===== src/hw/rxcah_pkg.sv =====
/*
  Shared constants of the receive channel assessment and hop block:
  register byte offsets, field positions, reset values, radio state codes.
  Assumes a 20 MHz reference clock and a 32-bit APB register bus.
*/
package rxcah_pkg;
  localparam int unsigned CLK_HZ = 20000000;

  // Register byte offsets
  localparam logic [7:0] OFS_CTRL = 8'h00;
  localparam logic [7:0] OFS_SLEEP = 8'h04;
  localparam logic [7:0] OFS_STRENGTH = 8'h08;
  localparam logic [7:0] OFS_HOP = 8'h0C;
  localparam logic [7:0] OFS_STATUS = 8'h10;
  localparam logic [7:0] OFS_FREQ = 8'h14;
  localparam logic [7:0] OFS_CDR = 8'h18;

  // Control register fields
  localparam int unsigned CTRL_WAKE_EN = 0;
  localparam int unsigned CTRL_MUTE = 1;
  localparam int unsigned CTRL_CDR_LO = 2;
  localparam int unsigned CTRL_VALID_SRC = 4;
  localparam int unsigned CTRL_EXT_SRC = 5;
  localparam int unsigned CTRL_PIN_EN = 6;
  localparam int unsigned CTRL_W = 7;

  // Strength configuration fields
  localparam int unsigned SCFG_ORDER_LO = 0;
  localparam int unsigned SCFG_LATCH_LO = 4;
  localparam int unsigned SCFG_THRESH_LO = 8;
  localparam int unsigned SCFG_JUMPS_LO = 16;

  // Hop register fields
  localparam int unsigned HOP_STEP_LO = 0;
  localparam int unsigned HOP_CHAN_LO = 8;

  // Status register fields
  localparam int unsigned STAT_DBM_LO = 8;
  localparam int unsigned STAT_SUPPLY = 16;
  localparam int unsigned STAT_ABOVE = 17;
  localparam int unsigned STAT_JUMP_OK = 18;
  localparam int unsigned STAT_CAL_BUSY = 19;

  // Reset values
  localparam logic [CTRL_W-1:0] CTRL_RST = 7'h00;
  localparam logic [30:0] SLEEP_RST = 31'h0000_0020;
  localparam logic [17:0] SCFG_RST = 18'h3_0000;
  localparam logic [15:0] HOP_RST = 16'h0000;
  localparam logic [15:0] CDR_RST = 16'h0064;

  // Sleep interval limits in slow ticks: 0.03125 ms .. 41,922,560 ms at 32 kHz
  localparam logic [30:0] SLEEP_MIN = 31'h0000_0001;
  localparam logic [30:0] SLEEP_MAX = 31'h4FF6_0000;

  // Hop step in Hz
  localparam logic [11:0] HOP_STEP_HZ = 12'h9C4;

  // Strength path
  localparam logic [7:0] STRENGTH_MAX = 8'hFF;
  localparam logic [2:0] ORDER_MAX = 3'h7;

  // Fewest jumps at select value zero
  localparam logic [2:0] JUMP_BASE = 3'h2;

  // Radio state codes
  localparam logic [3:0] ST_SLEEP = 4'h1;
  localparam logic [3:0] ST_STBY = 4'h2;
  localparam logic [3:0] ST_RFS = 4'h3;
  localparam logic [3:0] ST_TFS = 4'h4;
  localparam logic [3:0] ST_RX = 4'h5;
  localparam logic [3:0] ST_TX = 4'h6;

  // Latch select codes
  localparam logic [1:0] LATCH_LIVE = 2'h0;
  localparam logic [1:0] LATCH_PREAMBLE = 2'h1;
  localparam logic [1:0] LATCH_SYNC = 2'h2;
  localparam logic [1:0] LATCH_PACKET = 2'h3;

  typedef enum logic [1:0] {
    RXCAH_CDR_COUNT,
    RXCAH_CDR_TRACK,
    RXCAH_CDR_MANCH,
    RXCAH_CDR_SPARE
  } rxcah_cdr_t;
endpackage : rxcah_pkg


===== src/hw/rxcah_top.sv =====
/*
  Receive channel assessment and hop support logic: sleep timer, supply
  check trigger, strength filter/latch/compare, phase jump qualifier with
  data mute, clock data recovery and hop frequency offset. APB slave.
  Assumes all inputs synchronous to i_ref_clk; the slow oscillator arrives
  as a one-cycle tick per oscillator period.
*/
// Local design decisions: register access over APB and the placing of the registers.
// Summary of operation
// Wake enabled: sleep timer on slow oscillator ticks wakes radio from sleep.
// Sleep interval programmable from 0.03125 ms to 41,922,560 ms.
// Slow oscillator calibrated at power-up and periodically to within 1%.
// One supply check per tuning from sleep/standby; result readable in status.
// Strength is sum of in-phase and quadrature indicator values.
// Successive filter then averaging filter, order from 3-bit field.
// Filtered code converted to dBm; raw and dBm values readable.
// 2-bit select: live strength or latched at preamble, sync, packet.
// Live strength above 8-bit threshold gives 1, else 0.
// Threshold result selectable for valid interrupt and window extension.
// Each 0-to-1 or 1-to-0 transition of demodulated data is one jump.
// 2-bit field sets jumps needed to declare a wanted signal.
// Detector also needs valid deviation and SNR over 7 dB.
// Detector result selectable for valid interrupt or window extension.
// Direct mode with mute set: data suppressed while no wanted signal.
// Software should pick four jumps, fewer for short receive windows.
// Recovered symbol clock used internally and routable to a pin.
// Three recovery schemes: counting, tracking, Manchester counting variant.
// Tracking scheme follows rate error up to 15.6%.
// Frequency offset is 2.5 kHz times hop step times channel index.
// Software sets hop step once, then changes only the channel index.
// Software rewrites a loop parameter before receiving on some channels.
// Timer counts to interval, issues one wake request, restarts.
module rxcah_top
  import rxcah_pkg::*;
#(
  parameter int unsigned CAL_TICKS = 32000
) (
  input wire logic i_ref_clk, // 20 MHz clock
  input wire logic i_resetn, // Async reset, active low
  input wire logic i_ce, // Clock enable
  input wire logic psel, // APB select
  input wire logic penable, // APB enable
  input wire logic pwrite, // APB write
  input wire logic [7:0] paddr, // APB byte address
  input wire logic [31:0] pwdata, // APB write data
  output logic [31:0] prdata, // APB read data
  output logic pready, // APB ready
  output logic pslverr, // APB error
  input wire logic i_slow_wake_oscillator_tick, // One pulse per slow period
  input wire logic i_cal_done, // Slow oscillator trim finished
  output logic o_cal_req, // Calibration request pulse
  input wire logic [3:0] i_radio_state, // Radio state code
  output logic o_wake_req, // Wake request pulse
  output logic o_supply_check_req, // Supply check start pulse
  input wire logic i_supply_done, // Supply check finished
  input wire logic i_supply_low, // Supply check outcome
  input wire logic i_strength_valid, // Indicator sample strobe
  input wire logic [7:0] i_strength_i, // In-phase indicator
  input wire logic [7:0] i_strength_q, // Quadrature indicator
  input wire logic i_preamble_det, // Preamble detected pulse
  input wire logic i_sync_det, // Sync detected pulse
  input wire logic i_packet_done, // Packet received pulse
  input wire logic i_demod_data, // FSK demodulated data
  input wire logic i_dev_ok, // Deviation judged valid
  input wire logic i_snr_ok, // SNR above 7 dB
  input wire logic i_fsk_mode, // FSK demodulation active
  input wire logic i_direct_mode, // Direct data mode
  output logic o_demod_data, // Possibly muted data
  output logic o_signal_valid_irq, // Signal valid source
  output logic o_rx_extend, // Super-low-power window extension
  output logic o_cdr_clk, // Recovered clock, internal use
  output logic o_cdr_clk_pin, // Recovered clock for pin
  output logic [27:0] o_freq_offset // Hop offset in Hz
);

  logic [CTRL_W-1:0] ctrl;
  logic [30:0] sleep_ticks;
  logic [17:0] scfg;
  logic [15:0] hop;
  logic [15:0] cdr_half;
  logic [30:0] sleep_cnt;
  logic [15:0] cal_cnt;
  logic cal_busy;
  logic cal_boot;
  logic [3:0] prev_state;
  logic supply_result;
  logic [7:0] succ;
  logic [15:0] avg_acc;
  logic [7:0] strength_raw_value;
  logic [7:0] strength_live;
  logic [2:0] jump_cnt;
  logic [15:0] gap_cnt;
  logic demod_d;
  logic [15:0] cdr_cnt;
  logic [15:0] cdr_period;
  logic [15:0] edge_gap;
  logic cdr_clk;

  function automatic logic [7:0] sat_sum(input logic [7:0] a, input logic [7:0] b);
    logic [8:0] s;
    s = {1'b0, a} + {1'b0, b};
    sat_sum = s[8] ? STRENGTH_MAX : s[7:0];
  endfunction

  function automatic logic is_quiet(input logic [3:0] st);
    is_quiet = (st == ST_SLEEP) || (st == ST_STBY);
  endfunction

  function automatic logic is_tuned(input logic [3:0] st);
    is_tuned = (st == ST_RFS) || (st == ST_TFS) || (st == ST_RX) || (st == ST_TX);
  endfunction

  // Register fields
  wire wake_en = ctrl[CTRL_WAKE_EN];
  wire mute_en = ctrl[CTRL_MUTE];
  wire rxcah_cdr_t cdr_mode = rxcah_cdr_t'(ctrl[CTRL_CDR_LO +: 2]);
  wire valid_src = ctrl[CTRL_VALID_SRC];
  wire ext_src = ctrl[CTRL_EXT_SRC];
  wire pin_en = ctrl[CTRL_PIN_EN];
  wire [2:0] strength_average_order = scfg[SCFG_ORDER_LO +: 3];
  wire [1:0] strength_latch_select = scfg[SCFG_LATCH_LO +: 2];
  wire [7:0] strength_threshold = scfg[SCFG_THRESH_LO +: 8];
  wire [1:0] jump_count_select = scfg[SCFG_JUMPS_LO +: 2];
  wire [7:0] hop_step_size = hop[HOP_STEP_LO +: 8];
  wire [7:0] hop_channel_index = hop[HOP_CHAN_LO +: 8];

  // APB decode
  wire apb_access = psel & penable;
  wire apb_wr = apb_access & pwrite & i_ce;
  wire hit_ctrl = (paddr == OFS_CTRL);
  wire hit_sleep = (paddr == OFS_SLEEP);
  wire hit_strength = (paddr == OFS_STRENGTH);
  wire hit_hop = (paddr == OFS_HOP);
  wire hit_status = (paddr == OFS_STATUS);
  wire hit_freq = (paddr == OFS_FREQ);
  wire hit_cdr = (paddr == OFS_CDR);
  wire hit_any = hit_ctrl | hit_sleep | hit_strength | hit_hop | hit_status | hit_freq | hit_cdr;
  // Out-of-range interval is clamped so the timer never stalls
  wire [30:0] sleep_wdata = (pwdata[30:0] < SLEEP_MIN) ? SLEEP_MIN :
                            (pwdata[30:0] > SLEEP_MAX) ? SLEEP_MAX : pwdata[30:0];

  wire [7:0] strength_dbm_value;
  wire strength_above;
  wire jump_ok;
  wire [31:0] status_word;
  wire [31:0] rd_mux;
  wire [27:0] freq_calc;

  assign status_word = {12'h000, cal_busy, jump_ok, strength_above, supply_result,
                        strength_dbm_value, strength_raw_value};
  assign rd_mux = hit_ctrl ? {25'h000_0000, ctrl} :
                  hit_sleep ? {1'b0, sleep_ticks} :
                  hit_strength ? {14'h0000, scfg} :
                  hit_hop ? {16'h0000, hop} :
                  hit_status ? status_word :
                  hit_freq ? {4'h0, o_freq_offset} :
                  hit_cdr ? {16'h0000, cdr_half} : 32'h0000_0000;
  assign pready = 1'b1;
  assign pslverr = apb_access & ~hit_any;

  always_ff @(posedge i_ref_clk or negedge i_resetn) begin
    if (!i_resetn) begin
      prdata <= 32'h0000_0000;
    end else if (i_ce && psel && !penable && !pwrite) begin
      prdata <= rd_mux;
    end
  end

  always_ff @(posedge i_ref_clk or negedge i_resetn) begin
    if (!i_resetn) begin
      ctrl <= CTRL_RST;
      sleep_ticks <= SLEEP_RST;
      scfg <= SCFG_RST;
      hop <= HOP_RST;
      cdr_half <= CDR_RST;
    end else if (apb_wr) begin
      if (hit_ctrl) begin
        ctrl <= pwdata[CTRL_W-1:0];
      end else if (hit_sleep) begin
        sleep_ticks <= sleep_wdata;
      end else if (hit_strength) begin
        scfg <= pwdata[17:0];
      end else if (hit_hop) begin
        hop <= pwdata[15:0];
      end else if (hit_cdr) begin
        cdr_half <= (pwdata[15:0] == 16'h0000) ? 16'h0001 : pwdata[15:0];
      end
    end
  end

  // Sleep timer
  wire timer_run = wake_en && (i_radio_state == ST_SLEEP);
  wire sleep_tc = timer_run && i_slow_wake_oscillator_tick && (sleep_cnt + 31'h1 >= sleep_ticks);

  always_ff @(posedge i_ref_clk or negedge i_resetn) begin
    if (!i_resetn) begin
      sleep_cnt <= 31'h0000_0000;
      o_wake_req <= 1'b0;
    end else if (i_ce) begin
      o_wake_req <= sleep_tc;
      if (!timer_run || sleep_tc) begin
        sleep_cnt <= 31'h0000_0000;
      end else if (i_slow_wake_oscillator_tick) begin
        sleep_cnt <= sleep_cnt + 31'h1;
      end
    end
  end

  // Oscillator calibration: once after reset, then every CAL_TICKS slow periods
  wire cal_due = cal_boot || (i_slow_wake_oscillator_tick && cal_cnt == CAL_TICKS[15:0] - 16'h1);

  always_ff @(posedge i_ref_clk or negedge i_resetn) begin
    if (!i_resetn) begin
      cal_boot <= 1'b1;
      cal_cnt <= 16'h0000;
      cal_busy <= 1'b0;
      o_cal_req <= 1'b0;
    end else if (i_ce) begin
      cal_boot <= 1'b0;
      o_cal_req <= cal_due && !cal_busy;
      if (cal_due && !cal_busy) begin
        cal_busy <= 1'b1;
      end else if (i_cal_done) begin
        cal_busy <= 1'b0;
      end
      if (cal_due) begin
        cal_cnt <= 16'h0000;
      end else if (i_slow_wake_oscillator_tick) begin
        cal_cnt <= cal_cnt + 16'h1;
      end
    end
  end

  // Supply check on each tuning from sleep or standby
  wire tune_edge = is_quiet(prev_state) && is_tuned(i_radio_state);

  always_ff @(posedge i_ref_clk or negedge i_resetn) begin
    if (!i_resetn) begin
      prev_state <= ST_SLEEP;
      o_supply_check_req <= 1'b0;
      supply_result <= 1'b0;
    end else if (i_ce) begin
      prev_state <= i_radio_state;
      o_supply_check_req <= tune_edge;
      if (i_supply_done) begin
        supply_result <= i_supply_low;
      end
    end
  end

  // Strength path
  wire [7:0] strength_sample = sat_sum(i_strength_i, i_strength_q);
  wire [8:0] succ_sum = {1'b0, succ} + {1'b0, strength_sample};
  wire [15:0] avg_out = avg_acc >> strength_average_order;
  wire [15:0] avg_next = avg_acc - avg_out + {8'h00, succ};
  wire latch_event = (strength_latch_select == LATCH_PREAMBLE && i_preamble_det) ||
                     (strength_latch_select == LATCH_SYNC && i_sync_det) ||
                     (strength_latch_select == LATCH_PACKET && i_packet_done);

  always_ff @(posedge i_ref_clk or negedge i_resetn) begin
    if (!i_resetn) begin
      succ <= 8'h00;
      avg_acc <= 16'h0000;
      strength_live <= 8'h00;
      strength_raw_value <= 8'h00;
    end else if (i_ce) begin
      if (i_strength_valid) begin
        succ <= succ_sum[8:1];
        avg_acc <= avg_next;
      end
      strength_live <= (avg_out[15:8] != 8'h00) ? STRENGTH_MAX : avg_out[7:0];
      if (strength_latch_select == LATCH_LIVE || latch_event) begin
        strength_raw_value <= strength_live;
      end
    end
  end

  // Offset from code to dBm, two's complement result
  localparam logic [7:0] DBM_OFFSET = 8'h94;
  assign strength_dbm_value = strength_raw_value - DBM_OFFSET;
  assign strength_above = strength_live > strength_threshold;

  // Phase jump detector
  wire data_edge = (i_demod_data != demod_d);
  wire [2:0] jumps_needed = JUMP_BASE + {1'b0, jump_count_select};
  // A long quiet spell means the jump run is broken
  wire [15:0] gap_limit = {cdr_half[13:0], 2'b00};
  assign jump_ok = (jump_cnt >= jumps_needed) && i_dev_ok && i_snr_ok;

  always_ff @(posedge i_ref_clk or negedge i_resetn) begin
    if (!i_resetn) begin
      demod_d <= 1'b0;
      jump_cnt <= 3'h0;
      gap_cnt <= 16'h0000;
    end else if (i_ce) begin
      demod_d <= i_demod_data;
      if (!i_fsk_mode || gap_cnt >= gap_limit) begin
        jump_cnt <= 3'h0;
        gap_cnt <= 16'h0000;
      end else if (data_edge) begin
        gap_cnt <= 16'h0000;
        if (jump_cnt != ORDER_MAX) begin
          jump_cnt <= jump_cnt + 3'h1;
        end
      end else begin
        gap_cnt <= gap_cnt + 16'h1;
      end
    end
  end

  always_ff @(posedge i_ref_clk or negedge i_resetn) begin
    if (!i_resetn) begin
      o_signal_valid_irq <= 1'b0;
      o_rx_extend <= 1'b0;
      o_demod_data <= 1'b0;
    end else if (i_ce) begin
      o_signal_valid_irq <= valid_src ? jump_ok : strength_above;
      o_rx_extend <= ext_src ? jump_ok : strength_above;
      o_demod_data <= i_demod_data & ~(i_direct_mode & mute_en & ~jump_ok);
    end
  end

  // Clock data recovery
  wire [15:0] track_lo = cdr_half - (cdr_half >> 3) - (cdr_half >> 5);
  wire [15:0] track_hi = cdr_half + (cdr_half >> 3) + (cdr_half >> 5);
  wire gap_in_range = (edge_gap >= track_lo) && (edge_gap <= track_hi);
  // Manchester: only edges spaced three quarters of a half-symbol or more realign phase
  wire manch_edge = edge_gap >= (cdr_period - (cdr_period >> 2));
  logic resync;
  always_comb begin
    resync = 1'b0;
    case (cdr_mode)
      RXCAH_CDR_COUNT: resync = data_edge;
      RXCAH_CDR_TRACK: resync = data_edge;
      RXCAH_CDR_MANCH: resync = data_edge && manch_edge;
      default: resync = data_edge;
    endcase
  end

  always_ff @(posedge i_ref_clk or negedge i_resetn) begin
    if (!i_resetn) begin
      cdr_cnt <= 16'h0000;
      cdr_period <= CDR_RST;
      edge_gap <= 16'h0000;
      cdr_clk <= 1'b0;
    end else if (i_ce) begin
      if (data_edge) begin
        edge_gap <= 16'h0000;
      end else if (edge_gap != 16'hFFFF) begin
        edge_gap <= edge_gap + 16'h1;
      end
      if (cdr_mode == RXCAH_CDR_TRACK && data_edge && gap_in_range) begin
        cdr_period <= edge_gap;
      end else if (cdr_mode != RXCAH_CDR_TRACK) begin
        cdr_period <= cdr_half;
      end
      if (resync) begin
        cdr_cnt <= 16'h0000;
        cdr_clk <= 1'b0;
      end else if (cdr_cnt + 16'h1 >= cdr_period) begin
        cdr_cnt <= 16'h0000;
        cdr_clk <= ~cdr_clk;
      end else begin
        cdr_cnt <= cdr_cnt + 16'h1;
      end
    end
  end

  assign o_cdr_clk = cdr_clk;
  assign o_cdr_clk_pin = cdr_clk & pin_en;

  // Hop offset: step and channel product, times 2.5 kHz
  wire [15:0] hop_prod = hop_step_size * hop_channel_index;
  // Widen before the multiply so the product is not cut to 16 bits
  assign freq_calc = 28'(hop_prod) * 28'(HOP_STEP_HZ);

  always_ff @(posedge i_ref_clk or negedge i_resetn) begin
    if (!i_resetn) begin
      o_freq_offset <= 28'h000_0000;
    end else if (i_ce) begin
      o_freq_offset <= freq_calc;
    end
  end

endmodule // rxcah_top


===== config.mk =====
export PLATFORM = sky130hd
export DESIGN_NAME = rxcah_top
export DESIGN_NICKNAME = d
export VERILOG_FILES = /design/src/hw/rxcah_pkg.sv /design/src/hw/rxcah_top.sv
export SDC_FILE = /design/constraint.sdc
export NUM_CORES = 1
export LEC_CHECK = 0
export BUFFER_PORTS_ARGS = -buffer_cell sky130_fd_sc_hd__buf_4
export CORE_MARGIN = 2
export CORE_UTILIZATION = 46
export CTS_CLUSTER_SIZE = 20
export DETAILED_ROUTE_END_ITERATION = 16
export GPL_TIMING_DRIVEN = 0
export PLACE_DENSITY = 0.65
export SETUP_SLACK_MARGIN = 0.5
export SLEW_MARGIN = 20
export SYNTH_ARGS = -nofsm -noshare
export SYNTH_HDL_FRONTEND = slang
export SYNTH_SLANG_ARGS = --single-unit

===== constraint.sdc =====
create_clock -name i_ref_clk -period 8.9 [get_ports i_ref_clk]
set_clock_uncertainty 0.1 [all_clocks]
set_input_delay 1.335 -clock i_ref_clk [delete_from_list [all_inputs] [get_ports i_ref_clk]]
set_output_delay 1.335 -clock i_ref_clk [all_outputs]
set_load 0.1 [all_outputs]

==> impl_summary.md <==
Critical path
For the worst setup path, the data required time is 9270 ps. The category of the most critical setup path is reg2reg. The kind of end point of the critical path is a flop.

By instance count, the cell type seen most on the critical path is ha_1. The critical-path cell with the highest stage delay is fa_1. Along the worst path, the maximum fanout reaches 7. In this design, the stage delay of the slowest critical-path cell is 530 ps. The startpoint kind of the worst setup timing path is a flop. STA puts the critical path data arrival time at 8620 ps.

Logic synthesis
The number of library cell types mapped by synthesis is 82. Summing every instance area after synthesis gives 0.0263 mm^2. Ranked by total cell area, the synthesized netlist is headed by dfrtp_1 (29%), ha_1 (15%), fa_1 (7.6%).

In this run, synthesis inferred 0 flip-flops with an integrated enable. The biggest area contributor in the post-synthesis netlist is dfrtp_1. The mean post-synth cell area is 9.32 um^2.

The number of instances in the synthesized netlist is 2817. After synthesis, flip-flops and latches occupy 30.0% of the total area. After synthesis the netlist holds a flip-flop and latch count of 314.

After synthesis, the largest area contributor takes up 28.9% of total cell area. For this run, the leading register cell type out of synthesis is dfrtp_1. Of all flip-flops after synthesis, the portion carrying an async set or reset was 100%.

Yosys printed 0 warnings.

Timing
Setup repair after global routing left no endpoint under its margin. The number of max-slew violations in the final report is 0. After layout, the worst path uses 92.7% of the clock period. The worst path in the final design needs a cycle of 8250 ps, including I/O delays and setup. The final-report hold violation count is 0.

The highest clock frequency the design can meet is 0.121 GHz. The tightest slew margin relative to the limit is 21.7%. At the pin with the least slew margin, the transition time is 1170 ps. The worst-case hold slack is 394 ps.

The number of failing setup endpoints in the final timing report is 0.

Placement
Detailed placement ended at an HPWL of 63100 um. The number of placed instances, taps included is 3723. During placement, the flow inserted port buffers numbering 143. The final estimated routing congestion in global placement is 0.944.

GRT
The pin count of the biggest net entering global routing is 84. The residual overflow from global routing is 0. In the global route stage, overall resource usage came out at 27.4%. The number of antenna violations at the first check in global routing is 1. The first global-routing pass estimated 128000 um of wire. The via count of the first global-routing pass was 22600.

Cells and area
The net count of the finished layout is 3541. The proportion of layout cells with a drive suffix above 1 is 15.3%. Once layout is complete, the cells apart from fillers number 3826.

Fill cells in the final layout number 5158. The layout-stage area growth over the synthesis result is 16.5%. The commonest non-fill, non-tap cell in the layout is ha_1. The top cell types in the final layout, fill and taps aside, are ha_1 (310), inv_1 (302), dfrtp_1 (292).

Floorplanning
The number of placement rows is 87. For this configuration, the core starts out at a cell density of 46.6%. The die width is 243 um. The floorplan core area is 0.0564 mm^2. The top-level port count is 149. The die covers 0.0590 mm^2.

Measured along the y axis, the die boundary spans 243 um.

Power
The cell area power density is 196 mW/mm^2. VDD sags by at most 0.192 mV. The leakage power is 15.3 nW.

The final total power is 6.00 mW.

Clock network
The number of buffers between clock root and the deepest sink is 3. Counting the buffers created by CTS gives 40. The clock-pin slew reported for the worst setup and hold paths after clock tree synthesis is 60 ps. TritonCTS built the clock tree. The insertion delay to the later sink of the worst-skew pair is 600 ps.

The number of sinks handled by clock tree synthesis is 314. The clock root buffer master is clkbuf_16. CTS built an H-tree with a depth of 2.

Routing
The vias after detailed routing is 22500. The average wire length per cell after detail routing is 21.4 um. In this run, the number of DRC markers left after iteration 0 of detailed routing was 1481.

The remaining antenna violation count after routing is 0. The detailed-router iteration count before antenna repair is 7. For this block, the routed nets add up to 81800 um of wire. The number of vias per cell after detailed routing is 5.87. The number of remaining DRC errors is 0.

Run
The tool flagged a number of max-cap violations equal to 0.

Run status
The flow ran to the end, and the final reports show no timing, DRC or antenna violations.

Hold path
The class of the worst hold path is reg2reg.
[state kept, by name (all words and copies together), names as in the netlist, 16 cells and up]
register / flops
edge_gap: 16
cdr_period: 16
sleep_ticks: 31
hop: 16
cdr_half: 16
o_freq_offset: 26
cal_cnt: 16
gap_cnt: 16
scfg: 18
prdata: 31
cdr_cnt: 16
avg_acc: 16
sleep_cnt: 31
[path summary, 6_finish.rpt]
| check | from | endpoint | slack, ps | cells after the start |
|---|---|---|---|---|
| max | hop[1] | o_freq_offset[26] | 650 | 33 |
| min | cal_boot | cal_boot | 390 | 1 |
| max reg2reg | hop[1] | o_freq_offset[26] | 650 | 33 |
| min reg2reg | cal_boot | cal_boot | 390 | 1 |
| max in group asynchronous | i_resetn | scfg[17] | 6750 | 4 |
| min in group asynchronous | i_resetn | edge_gap[8] | 490 | 1 |
[report_power, final]
part / leakage (nW) / switching, mW / internal (mW) / total, mW
Clock: 0.695 / 0.723 / 1.08 / 1.80
Combinational: 10.7 / 1.47 / 1.01 / 2.48
Sequential: 3.93 / 0.145 / 1.58 / 1.72
Total: 15.3 / 2.34 / 3.66 / 6.00
[critical path: cells and delay by family, from the launching register on]
kind            cells  cell delay (ps)
fa+ha+maj          11             4050
compound gates      9             1940
buf+inv             6              580
flops               1              480
xor+xnor            3              420
simple gates        3              300
mux                 1              260
[kinds of logic (layout without fill, tap and decap cells)]
group,count (synthesis),after routing,synth area share (%)
flops,314,314,30.0
buf+inv,386,636,5.66
xor+xnor,177,177,5.91
mux,112,112,4.71
other cells,2,5,0.0286
simple gates,725,725,13.6
fa+ha+maj,425,425,23.1
compound gates,676,676,17.0
[per-layer routing]
layer	global-route usage, %	vias to the layer above	part of all wire (%)
li1	-	10400	-
met5	0	-	0.018
met1	35.5	11100	42
met4	12.1	2	4.9
met3	4.57	205	6.4
met2	45.3	788	47
[per-stage QoR]
stage | util [%] | setup TNS [ps] | cell area [um^2] | worst slack (ps)
3_3_place_gp | 50.2 | -355 | 28300 | -185
5_1_grt | 54.2 | 0 | 30600 | 421
4_1_cts | 53.4 | 0 | 30100 | 514
6_report | 54.3 | 0 | 30600 | 646
2_1_floorplan | - | 0 | 26300 | 605
3_5_place_dp | 50.4 | -594 | 28400 | -298
[synth_stat cells, drive strengths merged, types with 34 or more instances]
library cell,number
xor2,70
fa,100
nand4,34
a21o,64
o21ai,170
dfrtp,303
and2,63
mux2,93
a22o,46
xnor2,107
clkbuf,58
inv,305
a31oi,44
nand2,208
ha,325
nor3,48
nor2,149
a21oi,142
nand3,73
[final cells by class]
cell class	instances	area [um^2]	share of cell area [%]
multi-input combinational	2119	17400	56.9
sequential	314	7890	25.8
timing repair buffer	176	1410	4.62
inverter	306	1150	3.75
clock buffer	52	1120	3.65
tap	756	946	3.09
buffer	80	352	1.15
clock inverter	22	335	1.10
antenna	1	2.50	0.00818
[what timing repair did]
action | in CTS | in global routing
endpoints found under the setup margin | 11 | 10
gates cloned | 0 | 0
endpoints found under the hold margin | 0 | 0
pin swaps | 11 | 27
hold buffers | 0 | 0
resized for setup | 42 | 63
buffers inserted | 6 | 22
Note: power is estimated with default switching activity, not from simulation.
